**config.mk**
```make
export PLATFORM = sky130hd
export DESIGN_NAME = flash_cmd
export DESIGN_NICKNAME = d
export VERILOG_FILES = /design/src/flash_sync.sv /design/src/flash_cmd.sv
export SDC_FILE = /design/constraint.sdc
export NUM_CORES = 1
export LEC_CHECK = 0
export BUFFER_PORTS_ARGS = -buffer_cell sky130_fd_sc_hd__buf_4
export CAP_MARGIN = 20
export CORE_ASPECT_RATIO = 1.2
export CORE_MARGIN = 2
export CORE_UTILIZATION = 40
export DETAILED_ROUTE_END_ITERATION = 10
export GPL_TIMING_DRIVEN = 0
export RECOVER_POWER = 50
export SYNTH_ARGS = -nofsm -noshare
export SYNTH_HDL_FRONTEND = slang
export SYNTH_HIERARCHICAL = 1
export SYNTH_SLANG_ARGS = --single-unit
```
**constraint.sdc**
```tcl
create_clock -name clk_i -period 7.85 [get_ports clk_i]
set_input_delay 0.3925 -clock clk_i [delete_from_list [all_inputs] [get_ports clk_i]]
set_output_delay 0.3925 -clock clk_i [all_outputs]
set_load 0.01 [all_outputs]
```
**src/flash_sync.sv**
```systemverilog
// package of shared constants for the serial flash command block, and the pin synchroniser
// assumes: a single 125 MHz clock; pins arrive asynchronously to it
package flash_cmd_pkg;
    // opcodes
    localparam logic [7:0] OP_WRITE_STATUS = 8'h01;
    localparam logic [7:0] OP_READ = 8'h03;
    localparam logic [7:0] OP_READ_STATUS = 8'h05;
    localparam logic [7:0] OP_WRITE_ENABLE = 8'h06;
    localparam logic [7:0] OP_READ_CONFIG = 8'h95;
    // status register field positions
    localparam int SR_BUSY = 0;
    localparam int SR_WEL = 1;
    localparam int SR_BP_LO = 2;
    localparam int SR_BP_HI = 5;
    localparam int SR_TB = 3;
    localparam int SR_SECT = 4;
    localparam int SR_EBL = 6;
    localparam int SR_TOP = 7;
    // read_tuning_config field positions, mask and reset value
    localparam int CFG_DRV_LO = 2;
    localparam int CFG_DRV_HI = 3;
    localparam int CFG_DUMMY_LO = 4;
    localparam int CFG_DUMMY_HI = 5;
    localparam logic [7:0] CFG_MASK = 8'h3C;
    localparam logic [7:0] CFG_RESET = 8'h00;
    // frame counters
    localparam logic [4:0] CMD_BITS = 5'h08;
    localparam logic [4:0] ADDR_LAST = 5'h17;
    localparam logic [4:0] DATA_BITS = 5'h08;
    localparam logic [4:0] DATA_OVER = 5'h09;
    localparam logic [23:0] ADDR_TOP = 24'hFFFFFF;
    // self-timed status write time
    localparam int unsigned CLK_MHZ = 125;
    localparam int unsigned TW_US = 5000;
    localparam int unsigned TW_CYCLES_DEF = TW_US * CLK_MHZ;

    typedef enum logic [2:0] {
        ST_IDLE = 3'h0,
        ST_CMD = 3'h1,
        ST_ADDR = 3'h2,
        ST_WDATA = 3'h3,
        ST_OUT = 3'h4,
        ST_HOLD = 3'h5
    } state_e;

    // dummy byte count selected by the two-bit code
    function automatic logic [2:0] dummy_bytes(input logic [1:0] code);
        unique case (code)
            2'h0: dummy_bytes = 3'h3;
            2'h1: dummy_bytes = 3'h2;
            2'h2: dummy_bytes = 3'h4;
            2'h3: dummy_bytes = 3'h5;
        endcase
    endfunction : dummy_bytes
endpackage : flash_cmd_pkg

`timescale 1ns/100ps

module sync_edge #(
    parameter int WIDTH = 3,
    parameter logic [WIDTH-1:0] RST_VAL = '1
) (
    // clock and reset
    input wire logic clk_i,
    input wire logic rst_i,
    // asynchronous pins
    input wire logic [WIDTH-1:0] async_i,
    // synchronised level and edges
    output logic [WIDTH-1:0] level_o,
    output logic [WIDTH-1:0] rise_o,
    output logic [WIDTH-1:0] fall_o
);
    typedef struct packed {
        logic [WIDTH-1:0] meta;
        logic [WIDTH-1:0] sync;
        logic [WIDTH-1:0] prev;
    } sync_s;

    sync_s r_reg;
    sync_s r_next;

    // meta is read only by sync, never by the edge logic
    always_comb begin
        r_next = r_reg;
        r_next.meta = async_i;
        r_next.sync = r_reg.meta;
        r_next.prev = r_reg.sync;
    end

    always_ff @(posedge clk_i or posedge rst_i) begin
        if (rst_i) begin
            // start at the idle levels so no false edge follows reset
            r_reg <= {3{RST_VAL}};
        end else begin
            r_reg <= r_next;
        end
    end

    assign level_o = r_reg.sync;
    assign rise_o = r_reg.sync & ~r_reg.prev;
    assign fall_o = ~r_reg.sync & r_reg.prev;
endmodule : sync_edge

```
**src/flash_cmd.sv**
```systemverilog
// serial flash command logic: status/config reads, status write, array read
// assumes: host drives spi mode 0 or 3 far below clk_i; mem_data_i follows mem_addr_o
// within a few cycles; program/erase cycles elsewhere report on ext_busy_i
//
// Overview of operation
// - config status read opcode works even while busy
// - config byte repeats while chip select low
// - config bits 3:2 give output drive strength
// - config bits 5:4 select dummy byte count
// - quad dummy clocks are twice dummy bytes
// - config bits 7,6,1,0 reserved; all volatile
// - status write needs write enable latch set
// - select must rise right after eighth bit
// - valid status write starts timed busy cycle
// - write enable latch clears when cycle ends
// - status read leaves latch and busy alone
// - permanent bit freezes protect, lock, itself
// - otp mode sets lock bits once only while volatile_sr_i is low
// - permanent bit refuses later sector lock
// - read takes opcode, 24-bit address, outputs data
// - address increments per byte, wraps to zero
// - select high stops data drive at once
// - read during busy cycle is ignored
// - latch clear rejects status write commands
// - status bit zero shows busy cycle
`timescale 1ns/100ps

module flash_cmd #(
    parameter int unsigned TW_CYCLES = flash_cmd_pkg::TW_CYCLES_DEF
) (
    // clock and reset
    input wire logic clk_i,
    input wire logic rst_i,
    // spi pins
    input wire logic cs_n_i,
    input wire logic sclk_i,
    input wire logic mosi_i,
    output logic miso_o,
    output logic miso_oe_o,
    // array read port
    output logic [23:0] mem_addr_o,
    input wire logic [7:0] mem_data_i,
    // surrounding device logic
    input wire logic ext_busy_i,
    input wire logic otp_mode_i,
    input wire logic volatile_sr_i,
    input wire logic tuning_we_i,
    input wire logic [7:0] tuning_wdata_i,
    // status outputs
    output logic cycle_busy_flag_o,
    output logic write_enable_latch_o,
    output logic permanent_lock_bit_o,
    output logic [3:0] protect_field_o,
    output logic [1:0] drive_strength_o,
    output logic [2:0] dummy_bytes_o,
    output logic [3:0] quad_dummy_clocks_o
);
    typedef struct packed {
        flash_cmd_pkg::state_e state;
        logic [4:0] bitcnt;
        logic [7:0] cmd;
        logic [23:0] shreg;
        logic [23:0] addr;
        logic [7:0] oshift;
        logic miso;
        logic wsr_busy;
        logic [23:0] tw_cnt;
        logic [7:0] wdata;
        logic wr_otp;
        logic wr_vol;
        logic write_enable_latch;
        logic permanent_lock_bit;
        logic ebl;
        logic [3:0] bp;
        logic otp_lock;
        logic tb;
        logic sect;
        logic [7:0] cfg;
    } core_s;

    core_s r_reg;
    core_s r_next;
    logic [2:0] pin_level;
    logic [2:0] pin_rise;
    logic [2:0] pin_fall;
    sync_edge #(.WIDTH(3), .RST_VAL(3'h1)) u_sync (
        .clk_i(clk_i),
        .rst_i(rst_i),
        .async_i({mosi_i, sclk_i, cs_n_i}),
        .level_o(pin_level),
        .rise_o(pin_rise),
        .fall_o(pin_fall)
    );

    logic cs_high;
    logic sclk_rise;
    logic sclk_fall;
    logic mosi;
    logic busy;
    logic [7:0] opcode;
    logic [7:0] status_byte;
    logic [7:0] cfg_byte;
    logic [7:0] src_byte;
    logic [2:0] bit_idx;
    logic wsr_done;
    logic wsr_valid;

    assign cs_high = pin_level[0];
    assign sclk_rise = pin_rise[1];
    assign sclk_fall = pin_fall[1];
    assign mosi = pin_level[2];
    assign busy = r_reg.wsr_busy | ext_busy_i;
    assign opcode = {r_reg.shreg[6:0], mosi};
    assign bit_idx = r_reg.bitcnt[2:0];
    assign cfg_byte = r_reg.cfg & flash_cmd_pkg::CFG_MASK;
    assign wsr_done = r_reg.wsr_busy && (r_reg.tw_cnt == 24'(TW_CYCLES - 1));
    // exactly eight data bits, latch set and nothing running
    assign wsr_valid = (r_reg.state == flash_cmd_pkg::ST_WDATA) && cs_high
        && (r_reg.bitcnt == flash_cmd_pkg::DATA_BITS) && r_reg.write_enable_latch && !busy;
    // status byte layout follows the otp mode selection
    always_comb begin
        status_byte = 8'h00;
        status_byte[flash_cmd_pkg::SR_BUSY] = busy;
        status_byte[flash_cmd_pkg::SR_WEL] = r_reg.write_enable_latch;
        if (otp_mode_i) begin
            status_byte[flash_cmd_pkg::SR_TOP] = r_reg.otp_lock;
            status_byte[flash_cmd_pkg::SR_SECT] = r_reg.sect;
            status_byte[flash_cmd_pkg::SR_TB] = r_reg.tb;
        end else begin
            status_byte[flash_cmd_pkg::SR_TOP] = r_reg.permanent_lock_bit;
            status_byte[flash_cmd_pkg::SR_EBL] = r_reg.ebl;
            status_byte[flash_cmd_pkg::SR_BP_HI:flash_cmd_pkg::SR_BP_LO] = r_reg.bp;
        end
    end

    always_comb begin
        unique case (r_reg.cmd)
            flash_cmd_pkg::OP_READ: src_byte = mem_data_i;
            flash_cmd_pkg::OP_READ_CONFIG: src_byte = cfg_byte;
            default: src_byte = status_byte;
        endcase
    end

    always_comb begin
        r_next = r_reg;
        // self-timed status write; data lands when the cycle ends
        if (r_reg.wsr_busy) begin
            r_next.tw_cnt = r_reg.tw_cnt + 24'h000001;
        end
        if (wsr_done) begin
            r_next.wsr_busy = 1'b0;
            r_next.write_enable_latch = 1'b0;
            if (r_reg.wr_otp) begin
                if (r_reg.wr_vol) begin
                    r_next.tb = r_reg.wdata[flash_cmd_pkg::SR_TB];
                    r_next.sect = r_reg.wdata[flash_cmd_pkg::SR_SECT];
                end else begin
                    // one-shot bits: a write can only set them
                    r_next.tb = r_reg.tb | r_reg.wdata[flash_cmd_pkg::SR_TB];
                    r_next.sect = r_reg.sect | r_reg.wdata[flash_cmd_pkg::SR_SECT];
                end
                if (r_reg.wdata[flash_cmd_pkg::SR_TOP] && !r_reg.permanent_lock_bit) begin
                    r_next.otp_lock = 1'b1;
                end
            end else begin
                r_next.ebl = r_reg.wdata[flash_cmd_pkg::SR_EBL];
                if (!r_reg.permanent_lock_bit) begin
                    r_next.bp = r_reg.wdata[flash_cmd_pkg::SR_BP_HI:flash_cmd_pkg::SR_BP_LO];
                    r_next.permanent_lock_bit = r_reg.wdata[flash_cmd_pkg::SR_TOP];
                end
            end
        end
        if (tuning_we_i) begin
            r_next.cfg = tuning_wdata_i & flash_cmd_pkg::CFG_MASK;
        end
        if (cs_high) begin
            // frame end: only now does write enable take effect and a status write start its timed cycle
            if ((r_reg.state == flash_cmd_pkg::ST_HOLD)
                && (r_reg.cmd == flash_cmd_pkg::OP_WRITE_ENABLE)
                && (r_reg.bitcnt == flash_cmd_pkg::CMD_BITS) && !busy) begin
                r_next.write_enable_latch = 1'b1;
            end
            if (wsr_valid) begin
                r_next.wsr_busy = 1'b1;
                r_next.tw_cnt = 24'h000000;
                r_next.wr_otp = otp_mode_i;
                r_next.wr_vol = volatile_sr_i;
            end
            r_next.state = flash_cmd_pkg::ST_IDLE;
            r_next.miso = 1'b0;
        end else begin
            unique case (r_reg.state)
                flash_cmd_pkg::ST_IDLE: begin
                    r_next.state = flash_cmd_pkg::ST_CMD;
                    r_next.bitcnt = 5'h00;
                end
                flash_cmd_pkg::ST_CMD: begin
                    if (sclk_rise) begin
                        r_next.shreg = {r_reg.shreg[22:0], mosi};
                        r_next.bitcnt = r_reg.bitcnt + 5'h01;
                        if (r_reg.bitcnt == flash_cmd_pkg::CMD_BITS - 5'h01) begin
                            r_next.cmd = opcode;
                            r_next.bitcnt = 5'h00;
                            unique case (opcode)
                                flash_cmd_pkg::OP_READ: begin
                                    // a running cycle keeps going; the read dies here
                                    r_next.state = busy ? flash_cmd_pkg::ST_HOLD
                                        : flash_cmd_pkg::ST_ADDR;
                                end
                                flash_cmd_pkg::OP_READ_STATUS: begin
                                    r_next.state = flash_cmd_pkg::ST_OUT;
                                end
                                flash_cmd_pkg::OP_READ_CONFIG: begin
                                    r_next.state = flash_cmd_pkg::ST_OUT;
                                end
                                flash_cmd_pkg::OP_WRITE_STATUS: begin
                                    r_next.state = flash_cmd_pkg::ST_WDATA;
                                end
                                flash_cmd_pkg::OP_WRITE_ENABLE: begin
                                    r_next.state = flash_cmd_pkg::ST_HOLD;
                                    r_next.bitcnt = flash_cmd_pkg::CMD_BITS;
                                end
                                default: begin
                                    r_next.state = flash_cmd_pkg::ST_HOLD;
                                end
                            endcase
                        end
                    end
                end
                flash_cmd_pkg::ST_ADDR: begin
                    if (sclk_rise) begin
                        r_next.shreg = {r_reg.shreg[22:0], mosi};
                        r_next.bitcnt = r_reg.bitcnt + 5'h01;
                        if (r_reg.bitcnt == flash_cmd_pkg::ADDR_LAST) begin
                            r_next.addr = {r_reg.shreg[22:0], mosi};
                            r_next.bitcnt = 5'h00;
                            r_next.state = flash_cmd_pkg::ST_OUT;
                        end
                    end
                end
                flash_cmd_pkg::ST_WDATA: begin
                    if (sclk_rise) begin
                        if (r_reg.bitcnt < flash_cmd_pkg::DATA_BITS) begin
                            r_next.wdata = {r_reg.wdata[6:0], mosi};
                            r_next.bitcnt = r_reg.bitcnt + 5'h01;
                        end else begin
                            r_next.bitcnt = flash_cmd_pkg::DATA_OVER;
                        end
                    end
                end
                flash_cmd_pkg::ST_OUT: begin
                    if (sclk_fall) begin
                        if (bit_idx == 3'h0) begin
                            r_next.miso = src_byte[7];
                            r_next.oshift = {src_byte[6:0], 1'b0};
                        end else begin
                            r_next.miso = r_reg.oshift[7];
                            r_next.oshift = {r_reg.oshift[6:0], 1'b0};
                        end
                        if ((bit_idx == 3'h7) && (r_reg.cmd == flash_cmd_pkg::OP_READ)) begin
                            r_next.addr = r_reg.addr + 24'h000001;
                        end
                        r_next.bitcnt = {2'h0, bit_idx + 3'h1};
                    end
                end
                flash_cmd_pkg::ST_HOLD: begin
                    // trailing clocks spoil a write enable frame
                    if (sclk_rise) begin
                        r_next.bitcnt = 5'h00;
                    end
                end
                default: begin
                    r_next.state = flash_cmd_pkg::ST_IDLE;
                end
            endcase
        end
    end

    always_ff @(posedge clk_i or posedge rst_i) begin
        if (rst_i) begin
            r_reg <= '0;
            r_reg.state <= flash_cmd_pkg::ST_IDLE;
            r_reg.cfg <= flash_cmd_pkg::CFG_RESET;
        end else begin
            r_reg <= r_next;
        end
    end

    assign miso_o = r_reg.miso;
    // gated by the synchronised select level so a high select cuts the drive in the same cycle
    assign miso_oe_o = (r_reg.state == flash_cmd_pkg::ST_OUT) && !cs_high;
    assign mem_addr_o = r_reg.addr;
    assign cycle_busy_flag_o = busy;
    assign write_enable_latch_o = r_reg.write_enable_latch;
    assign permanent_lock_bit_o = r_reg.permanent_lock_bit;
    assign protect_field_o = r_reg.bp;
    assign drive_strength_o = r_reg.cfg[flash_cmd_pkg::CFG_DRV_HI:flash_cmd_pkg::CFG_DRV_LO];
    assign dummy_bytes_o = flash_cmd_pkg::dummy_bytes(
        r_reg.cfg[flash_cmd_pkg::CFG_DUMMY_HI:flash_cmd_pkg::CFG_DUMMY_LO]);
    assign quad_dummy_clocks_o = {dummy_bytes_o, 1'b0};
endmodule : flash_cmd

```
==> results of run 1 <==
==> cell type report <==
type                            instances  area, sq um  area share
Tap cell                              212          265      0.0326
Buffer                                 68          409      0.0504
Clock inverter                         14          228      0.0280
Multi-Input combinational cell        453         3040       0.374
Sequential cell                       127         3180       0.391
Timing Repair Buffer                   63          480      0.0591
Inverter                               22         83.8      0.0103
Clock buffer                           18          439      0.0540
==> placed cells by master (no fill, tap or decap), types with 4 or more instances in the layout <==
cell / count
a31oi_1: 10
nand3b_1: 4
a21oi_1: 31
nand2_1: 39
nand4_1: 9
a21o_1: 6
mux2_2: 47
buf_4: 84
nor4_1: 11
a22o_1: 9
a221oi_1: 8
nor2b_1: 4
nor4b_1: 4
clkbuf_4: 9
dfrtp_1: 125
bufinv_16: 5
buf_2: 7
o21ai_1: 4
nor3_1: 16
and2_1: 5
inv_1: 21
clkbuf_1: 26
nor2_1: 51
xor2_1: 5
nand3_1: 16
and4_1: 13
and3_1: 8
or3_1: 4
ha_1: 9
o21ai_0: 61
clkbuf_16: 17
xnor2_1: 15
inv_6: 5
nand4b_1: 5
==> power by group <==
part	internal [mW]	switching, mW	total (mW)	leakage (nW)
clock	0.578	0.307	0.885	0.323
combinational	0.0400	0.0453	0.0853	1.83
sequential	0.666	0.0154	0.682	1.60
==> path summary, 6_finish.rpt <==
| kind | slack, ns | cells after the start | end | from |
|---|---|---|---|---|
| max | 5.11 | 6 | miso_oe_o | r_reg[124] |
| min | 0.08 | 1 | u_sync/r_next[3] | cs_n_i |
| max reg2reg | 5.24 | 6 | mem_addr_o[18] | r_reg[113] |
| min reg2reg | 0.35 | 0 | u_sync/level_o[1] | u_sync/r_next[4] |
| max in group asynchronous | 5.89 | 4 | r_reg[94] | rst_i |
| min in group asynchronous | 0.46 | 3 | u_sync/r_next[5] | rst_i |
==> metal layers <==
metal | wire length, um | part of all wire
met1 | 7180 | 0.44
met2 | 7730 | 0.48
met3 | 810 | 0.050
met4 | 486 | 0.030
met5 | 0 | 0
==> worst reg2reg max path, delay by kind of cell, from the launching register on <==
family | cells | cell delay, ns
AO/OA/AOI/OAI | 3 | 0.48
AND/OR/NAND/NOR | 2 | 1.30
buffers and inverters | 1 | 0.29
flip-flops | 1 | 0.40
==> what timing repair did <==
| item | in CTS | in global routing |
|---|---|---|
| endpoints found under the hold margin | 38 | 0 |
| setup buffers | 0 | 0 |
| hold buffers | 1 | 0 |
==> per-stage QoR <==
| stage | power [mW] | instances | cell area (sq um) | setup WS [ns] | utilization |
|---|---|---|---|---|---|
| floorplan | 0.742 | 670 | 6710 | 4.27 | - |
| finish | 1.65 | 977 | 8130 | 5.11 | 0.497 |
| global route | 1.71 | 977 | 8130 | 4.95 | 0.497 |
| CTS | 1.67 | 977 | 8140 | 5.15 | 0.499 |
| global placement | 0.776 | 943 | 7430 | 2.81 | 0.455 |
| detailed placement | 0.780 | 944 | 7470 | 5.28 | 0.457 |
==> implementation parameters, run 1 <==
Parameter                              Value

Timing
  Final critical path time including I/O delays and setup ... 2.74 ns
  Worst slew slack as a fraction of its limit ... -0.0982
  Final count of pins violating max slew ... 34
  Worst hold margin ... 0.0821 ns
  Setup clock skew after layout ... 0.00873 ns
  Max Freq ... 0.365 GHz
  Total count of hold-check failures in the final report ... 0
  Final setup TNS ... 0 ns
  Unrepaired setup endpoints after global routing ... false
  Final cycle utilization of the critical path ... 0.349
  Final Setup Violations ... 0
  Transition time of the tightest slew-check pin ... 1.64 ns

Route
  Total wire length ... 16200 um
  Remaining number of nets flagged by the antenna check after routing ... 0
  Number of DRC violations after detailed routing ... 0
  Post-DR wirelength/cell ... 16.6 um
  Detailed-route via count ... 5417
  Number of iterations in the first detailed-routing pass ... 4
  First DRT Iteration DRCs ... 475
  Routed via count divided by cell count ... 5.54

GRT
  Maximum number of pins on one net before global-route repair ... 88
  GR Util met1 ... 0.256
  Wire length of the first global-routing pass ... 26900 um
  M2 GR Usage ... 0.292
  Gr busiest metal ... met2
  Number of global-route vias before repair ... 5325
  Initial antenna violation count ... 0
  Total global-route track usage ... 0.190
  Global-route track usage on met3 ... 0.0392
  Overflow left after global routing ... 0

Flow run
  Max-cap violations ... 1

Place
  Weighted congestion at the end of routability-driven global placement ... 0.847
  Final HPWL from detailed placement ... 11500 um
  Total of buffers placed on input and output ports ... 61

CTS
  Clock tree from TritonCTS ... yes
  Insertion delay to the later sink of the worst-skew pair ... 0.42 ns
  Clock edge transition at the registers on the reported setup and hold paths ... 0.06 ns
  Clock buffer count from CTS ... 17
  H-tree lvl count ... 4
  Resize count post-CTS ... 0
  Number of clock sinks ... 127
  Max clock buf depth ... 2
  Clock Root Buffer ... clkbuf_16

Min path
  Hold WC Path Type ... input pin to flop

Layout
  Fillers ... 1557
  Final layout net count ... 786
  Area Overhead vs Synth ... 21.1%
  Number of flip-flops in the largest register ... 75
  Number of inserted diodes ... 0
  Share of final-layout standard cells stronger than drive strength 1 ... 0.260

Die
  Die extent in y ... 146 um
  Effective utilization at floorplan ... 0.411
  Area of the die ... 0.0178 sq mm
  Die Width ... 122 um
  Rows ... 51
  Number of top-level pins ... 67
  Core ar. ... 0.0163 sq mm

Logic synthesis
  Cell area after synthesis ... 0.00671 sq mm
  Synth Net Count ... 704
  Avg Synthesized Cell Area ... 10.0 sq um
  Count of synthesis-stage warnings from yosys ... 6
  Gate Count Post-Synth ... 670

Status
  Violated checks ... capacitance limit, slew limit
  Run status ... complete, but fails checks

Critical path
  Worst-path cell with the longest stage delay ... clkbuf_1
  Total buffers and inverters traversed by the critical path ... 4
  Kind of start point of the critical path ... flop
  Type of element capturing the critical path ... output pin
  Cell-by-cell listing of the critical path ... clkbuf_1 -> inv_1 -> nand3_1 -> clkbuf_1 -> nor2_1 -> buf_4
  Maximum net fanout on the critical path ... 10
  Slowest stage delay, CP ... 0.43 ns
  Cell repeated most along the worst path ... clkbuf_1
  Top cell family by delay on the critical path ... buffers and inverters
  Endpoint arrival time on the critical path ... 2.34 ns
  Required time worst endpoint ... 7.46 ns
  Crit Path Category ... flop to output pin

Power
  Worst IR Drop VDD ... 0.000125 V
  Power density over the cells ... 203 mW/mm^2
  Leakage power ... 3.75 nW
Note: power is estimated with default switching activity, not from simulation.
==> run 2: changes to the inputs <==
==> constraint.sdc (replaced) <==
create_clock -name clk_i -period 2.7 [get_ports clk_i]
set_input_delay 0.135 -clock clk_i [delete_from_list [all_inputs] [get_ports clk_i]]
set_output_delay 0.135 -clock clk_i [all_outputs]
set_load 0.01 [all_outputs]
==> run 2 against run 1 <==
  * The run still ends with capacitance limit, slew limit left
  * Die area unchanged
  * Final cell count up 1.5%
  * Critical path depth unchanged
  * Non-clock buffer count up 15
  * Power rose to 2.8 times the previous value
  * First-iteration DRC count down 23%
  * Wire length up 2.9%
==> implementation parameters, run 2 (synthesis gave the netlist of run 1 again) <==
Parameter                              Value

Place
  Placed cell count ... 945
  Weighted congestion at the end of routability-driven global placement ... 0.868
  Total of buffers placed on input and output ports ... 61
  Placement Setup Slack ... 0.0712 ns
  Final HPWL from detailed placement ... 11800 um
  Cell area reported after detailed placement ... 0.00748 sq mm

GRT
  Gr busiest metal ... met2
  GR Util met1 ... 0.254
  M2 GR Usage ... 0.317
  Wire length of the first global-routing pass ... 27500 um
  Maximum number of pins on one net before global-route repair ... 43
  Total global-route track usage ... 0.195
  Overflow left after global routing ... 0
  Global-route track usage on met3 ... 0.0357
  Number of global-route vias before repair ... 5413
  Initial antenna violation count ... 0

CTS
  Insertion delay to the later sink of the worst-skew pair ... 0.42 ns
  H-tree lvl count ... 4
  Clock Root Buffer ... clkbuf_16
  Max clock buf depth ... 2
  Clock buffer count from CTS ... 17
  Clock tree from TritonCTS ... yes
  Number of clock sinks ... 127
  Clock edge transition at the registers on the reported setup and hold paths ... 0.06 ns

Timing
  Final cycle utilization of the critical path ... 0.926
  Final Setup Violations ... 0
  Total count of hold-check failures in the final report ... 0
  Worst slew slack as a fraction of its limit ... -0.214
  Setup clock skew after layout ... 0.00756 ns
  Final worst setup slack ... 0.200 ns
  Worst hold margin ... 0.0104 ns
  Unrepaired setup endpoints after global routing ... false
  Transition time of the tightest slew-check pin ... 1.81 ns
  Final count of pins violating max slew ... 39
  Final setup TNS ... 0 ns
  Max Freq ... 0.400 GHz
  Final critical path time including I/O delays and setup ... 2.50 ns

Layout
  Commonest non-fill, non-tap cell in the layout ... dfrtp_1
  Fillers ... 1549
  Number of inserted diodes ... 0
  Final layout net count ... 801
  Number of flip-flops in the largest register ... 75
  Final cell count without fillers ... 992
  Commonest cells after routing, fill and taps aside ... dfrtp_1, buf_4, o21ai_0
  Area Overhead vs Synth ... 22.7%
  Summed area of non-filler cells in the final layout ... 0.00823 sq mm
  Share of final-layout standard cells stronger than drive strength 1 ... 0.259

Die
  Number of top-level pins ... 67
  Die extent in y ... 146 um
  Effective utilization at floorplan ... 0.411
  Die Width ... 122 um
  Area of the die ... 0.0178 sq mm
  Rows ... 51
  Core ar. ... 0.0163 sq mm

Power
  Cell-internal power ... 3.65 mW
  Proportion of power drawn by flip-flops and latches ... 0.422
  Leakage power ... 3.78 nW
  Switching power of the nets ... 1.05 mW
  Worst IR Drop VDD ... 0.000305 V
  Share of total power consumed by net switching ... 0.223
  Power density over the cells ... 570 mW/mm^2
  Clock network fraction of design power ... 0.521
  Combinational Power Share ... 0.057

Critical path
  Worst Reg2Reg Path Length in Cells ... 6
  Crit Path Category ... flop to output pin
  Kind of start point of the critical path ... flop
  Required time worst endpoint ... 2.57 ns
  Reg2Reg Capture Point ... mem_addr_o[14]
  Endpoint arrival time on the critical path ... 2.36 ns
  Launching point of the worst reg2reg path ... r_reg[124]
  Type of element capturing the critical path ... output pin
  Worst R2R Setup Slack ... 0.21 ns
  Maximum net fanout on the critical path ... 10

Flow run
  Max-cap violations ... 1

Status
  Violated checks ... capacitance limit, slew limit
  Run status ... complete, but fails checks

Route
  Detailed-route via count ... 5507
  Number of DRC violations after detailed routing ... 0
  Remaining number of nets flagged by the antenna check after routing ... 0
  Routed via count divided by cell count ... 5.55
  Number of iterations in the first detailed-routing pass ... 5
  First DRT Iteration DRCs ... 365
  Post-DR wirelength/cell ... 16.8 um
  Total wire length ... 16700 um

Min path
  Hold WC Path Type ... input pin to flop
  Cells on Worst Hold Path ... 2
  Worst Hold Endpoint ... drive_strength_o[0]
  Min-Delay Startpoint ... tuning_we_i
run 2: cell types whose count changed in the layout (fill, tap and decap cells not counted), sizes merged:
cell         delta
buf            -19
bufinv          -1
clkbuf         +23
clkinv          -1
clkinvlp        +1
dlygate4sd3    +13
inv             -1
run 2: through the flow:
stage / total power, mW / utilization
after floorplan: 2.16 / -
after global placement: 2.26 / 0.455
after detailed placement: 2.27 / 0.458
after CTS: 4.74 / 0.505
after global routing: 4.85 / 0.504
final: 4.69 / 0.504
run 2: timing repair:
item,in CTS,in global routing
gates resized for setup,0,3
hold endpoints to repair,52,0
buffers inserted,0,0
setup endpoints to repair,0,20
hold buffers,14,0
run 2: per-layer routing:
layer | vias up | wire (um)
met1 | 2730 | 7300
met3 | 29 | 648
met2 | 151 | 8320
met4 | 0 | 404
met5 | - | 0
li1 | 2597 | -
run 2: cell type report:
type | count | area (sq um) | area share
clock inverter | 12 | 180 | 0.0219
clock buffer | 20 | 447 | 0.0542
tap | 212 | 265 | 0.0322
buffer | 68 | 409 | 0.0497
multi-input combinational | 453 | 3050 | 0.371
timing repair buffer | 78 | 616 | 0.0748
sequential | 127 | 3180 | 0.386
inverter | 22 | 83.8 | 0.0102
run 2: worst max path at each step:
stage                     from       endpoint  cells past startpoint
floorplan            r_reg[35]      r_reg[15]                      5
global placement    r_reg[113]  mem_addr_o[3]                      6
detailed placement  r_reg[113]  mem_addr_o[2]                      6
CTS                 r_reg[113]  mem_addr_o[2]                      6
global route        r_reg[124]  mem_addr_o[7]                      7
finish              r_reg[124]      miso_oe_o                      6
run 2: power by group through the flow:
stage	Combinational, mW	Sequential, mW	Clock [mW]
finish	0.267	1.98	2.45
global route	0.298	1.99	2.56
CTS	0.274	1.98	2.48
detailed placement	0.254	2.02	0
global placement	0.242	2.02	0
floorplan	0.160	2.00	0
run 2: critical path: stages (launching register included):
cell,delay [ns]
dfrtp_1,0.36
clkbuf_1,0.33
inv_1,0.22
nand3_1,0.30
clkbuf_1,0.43
nor2_1,0.13
buf_4,0.18
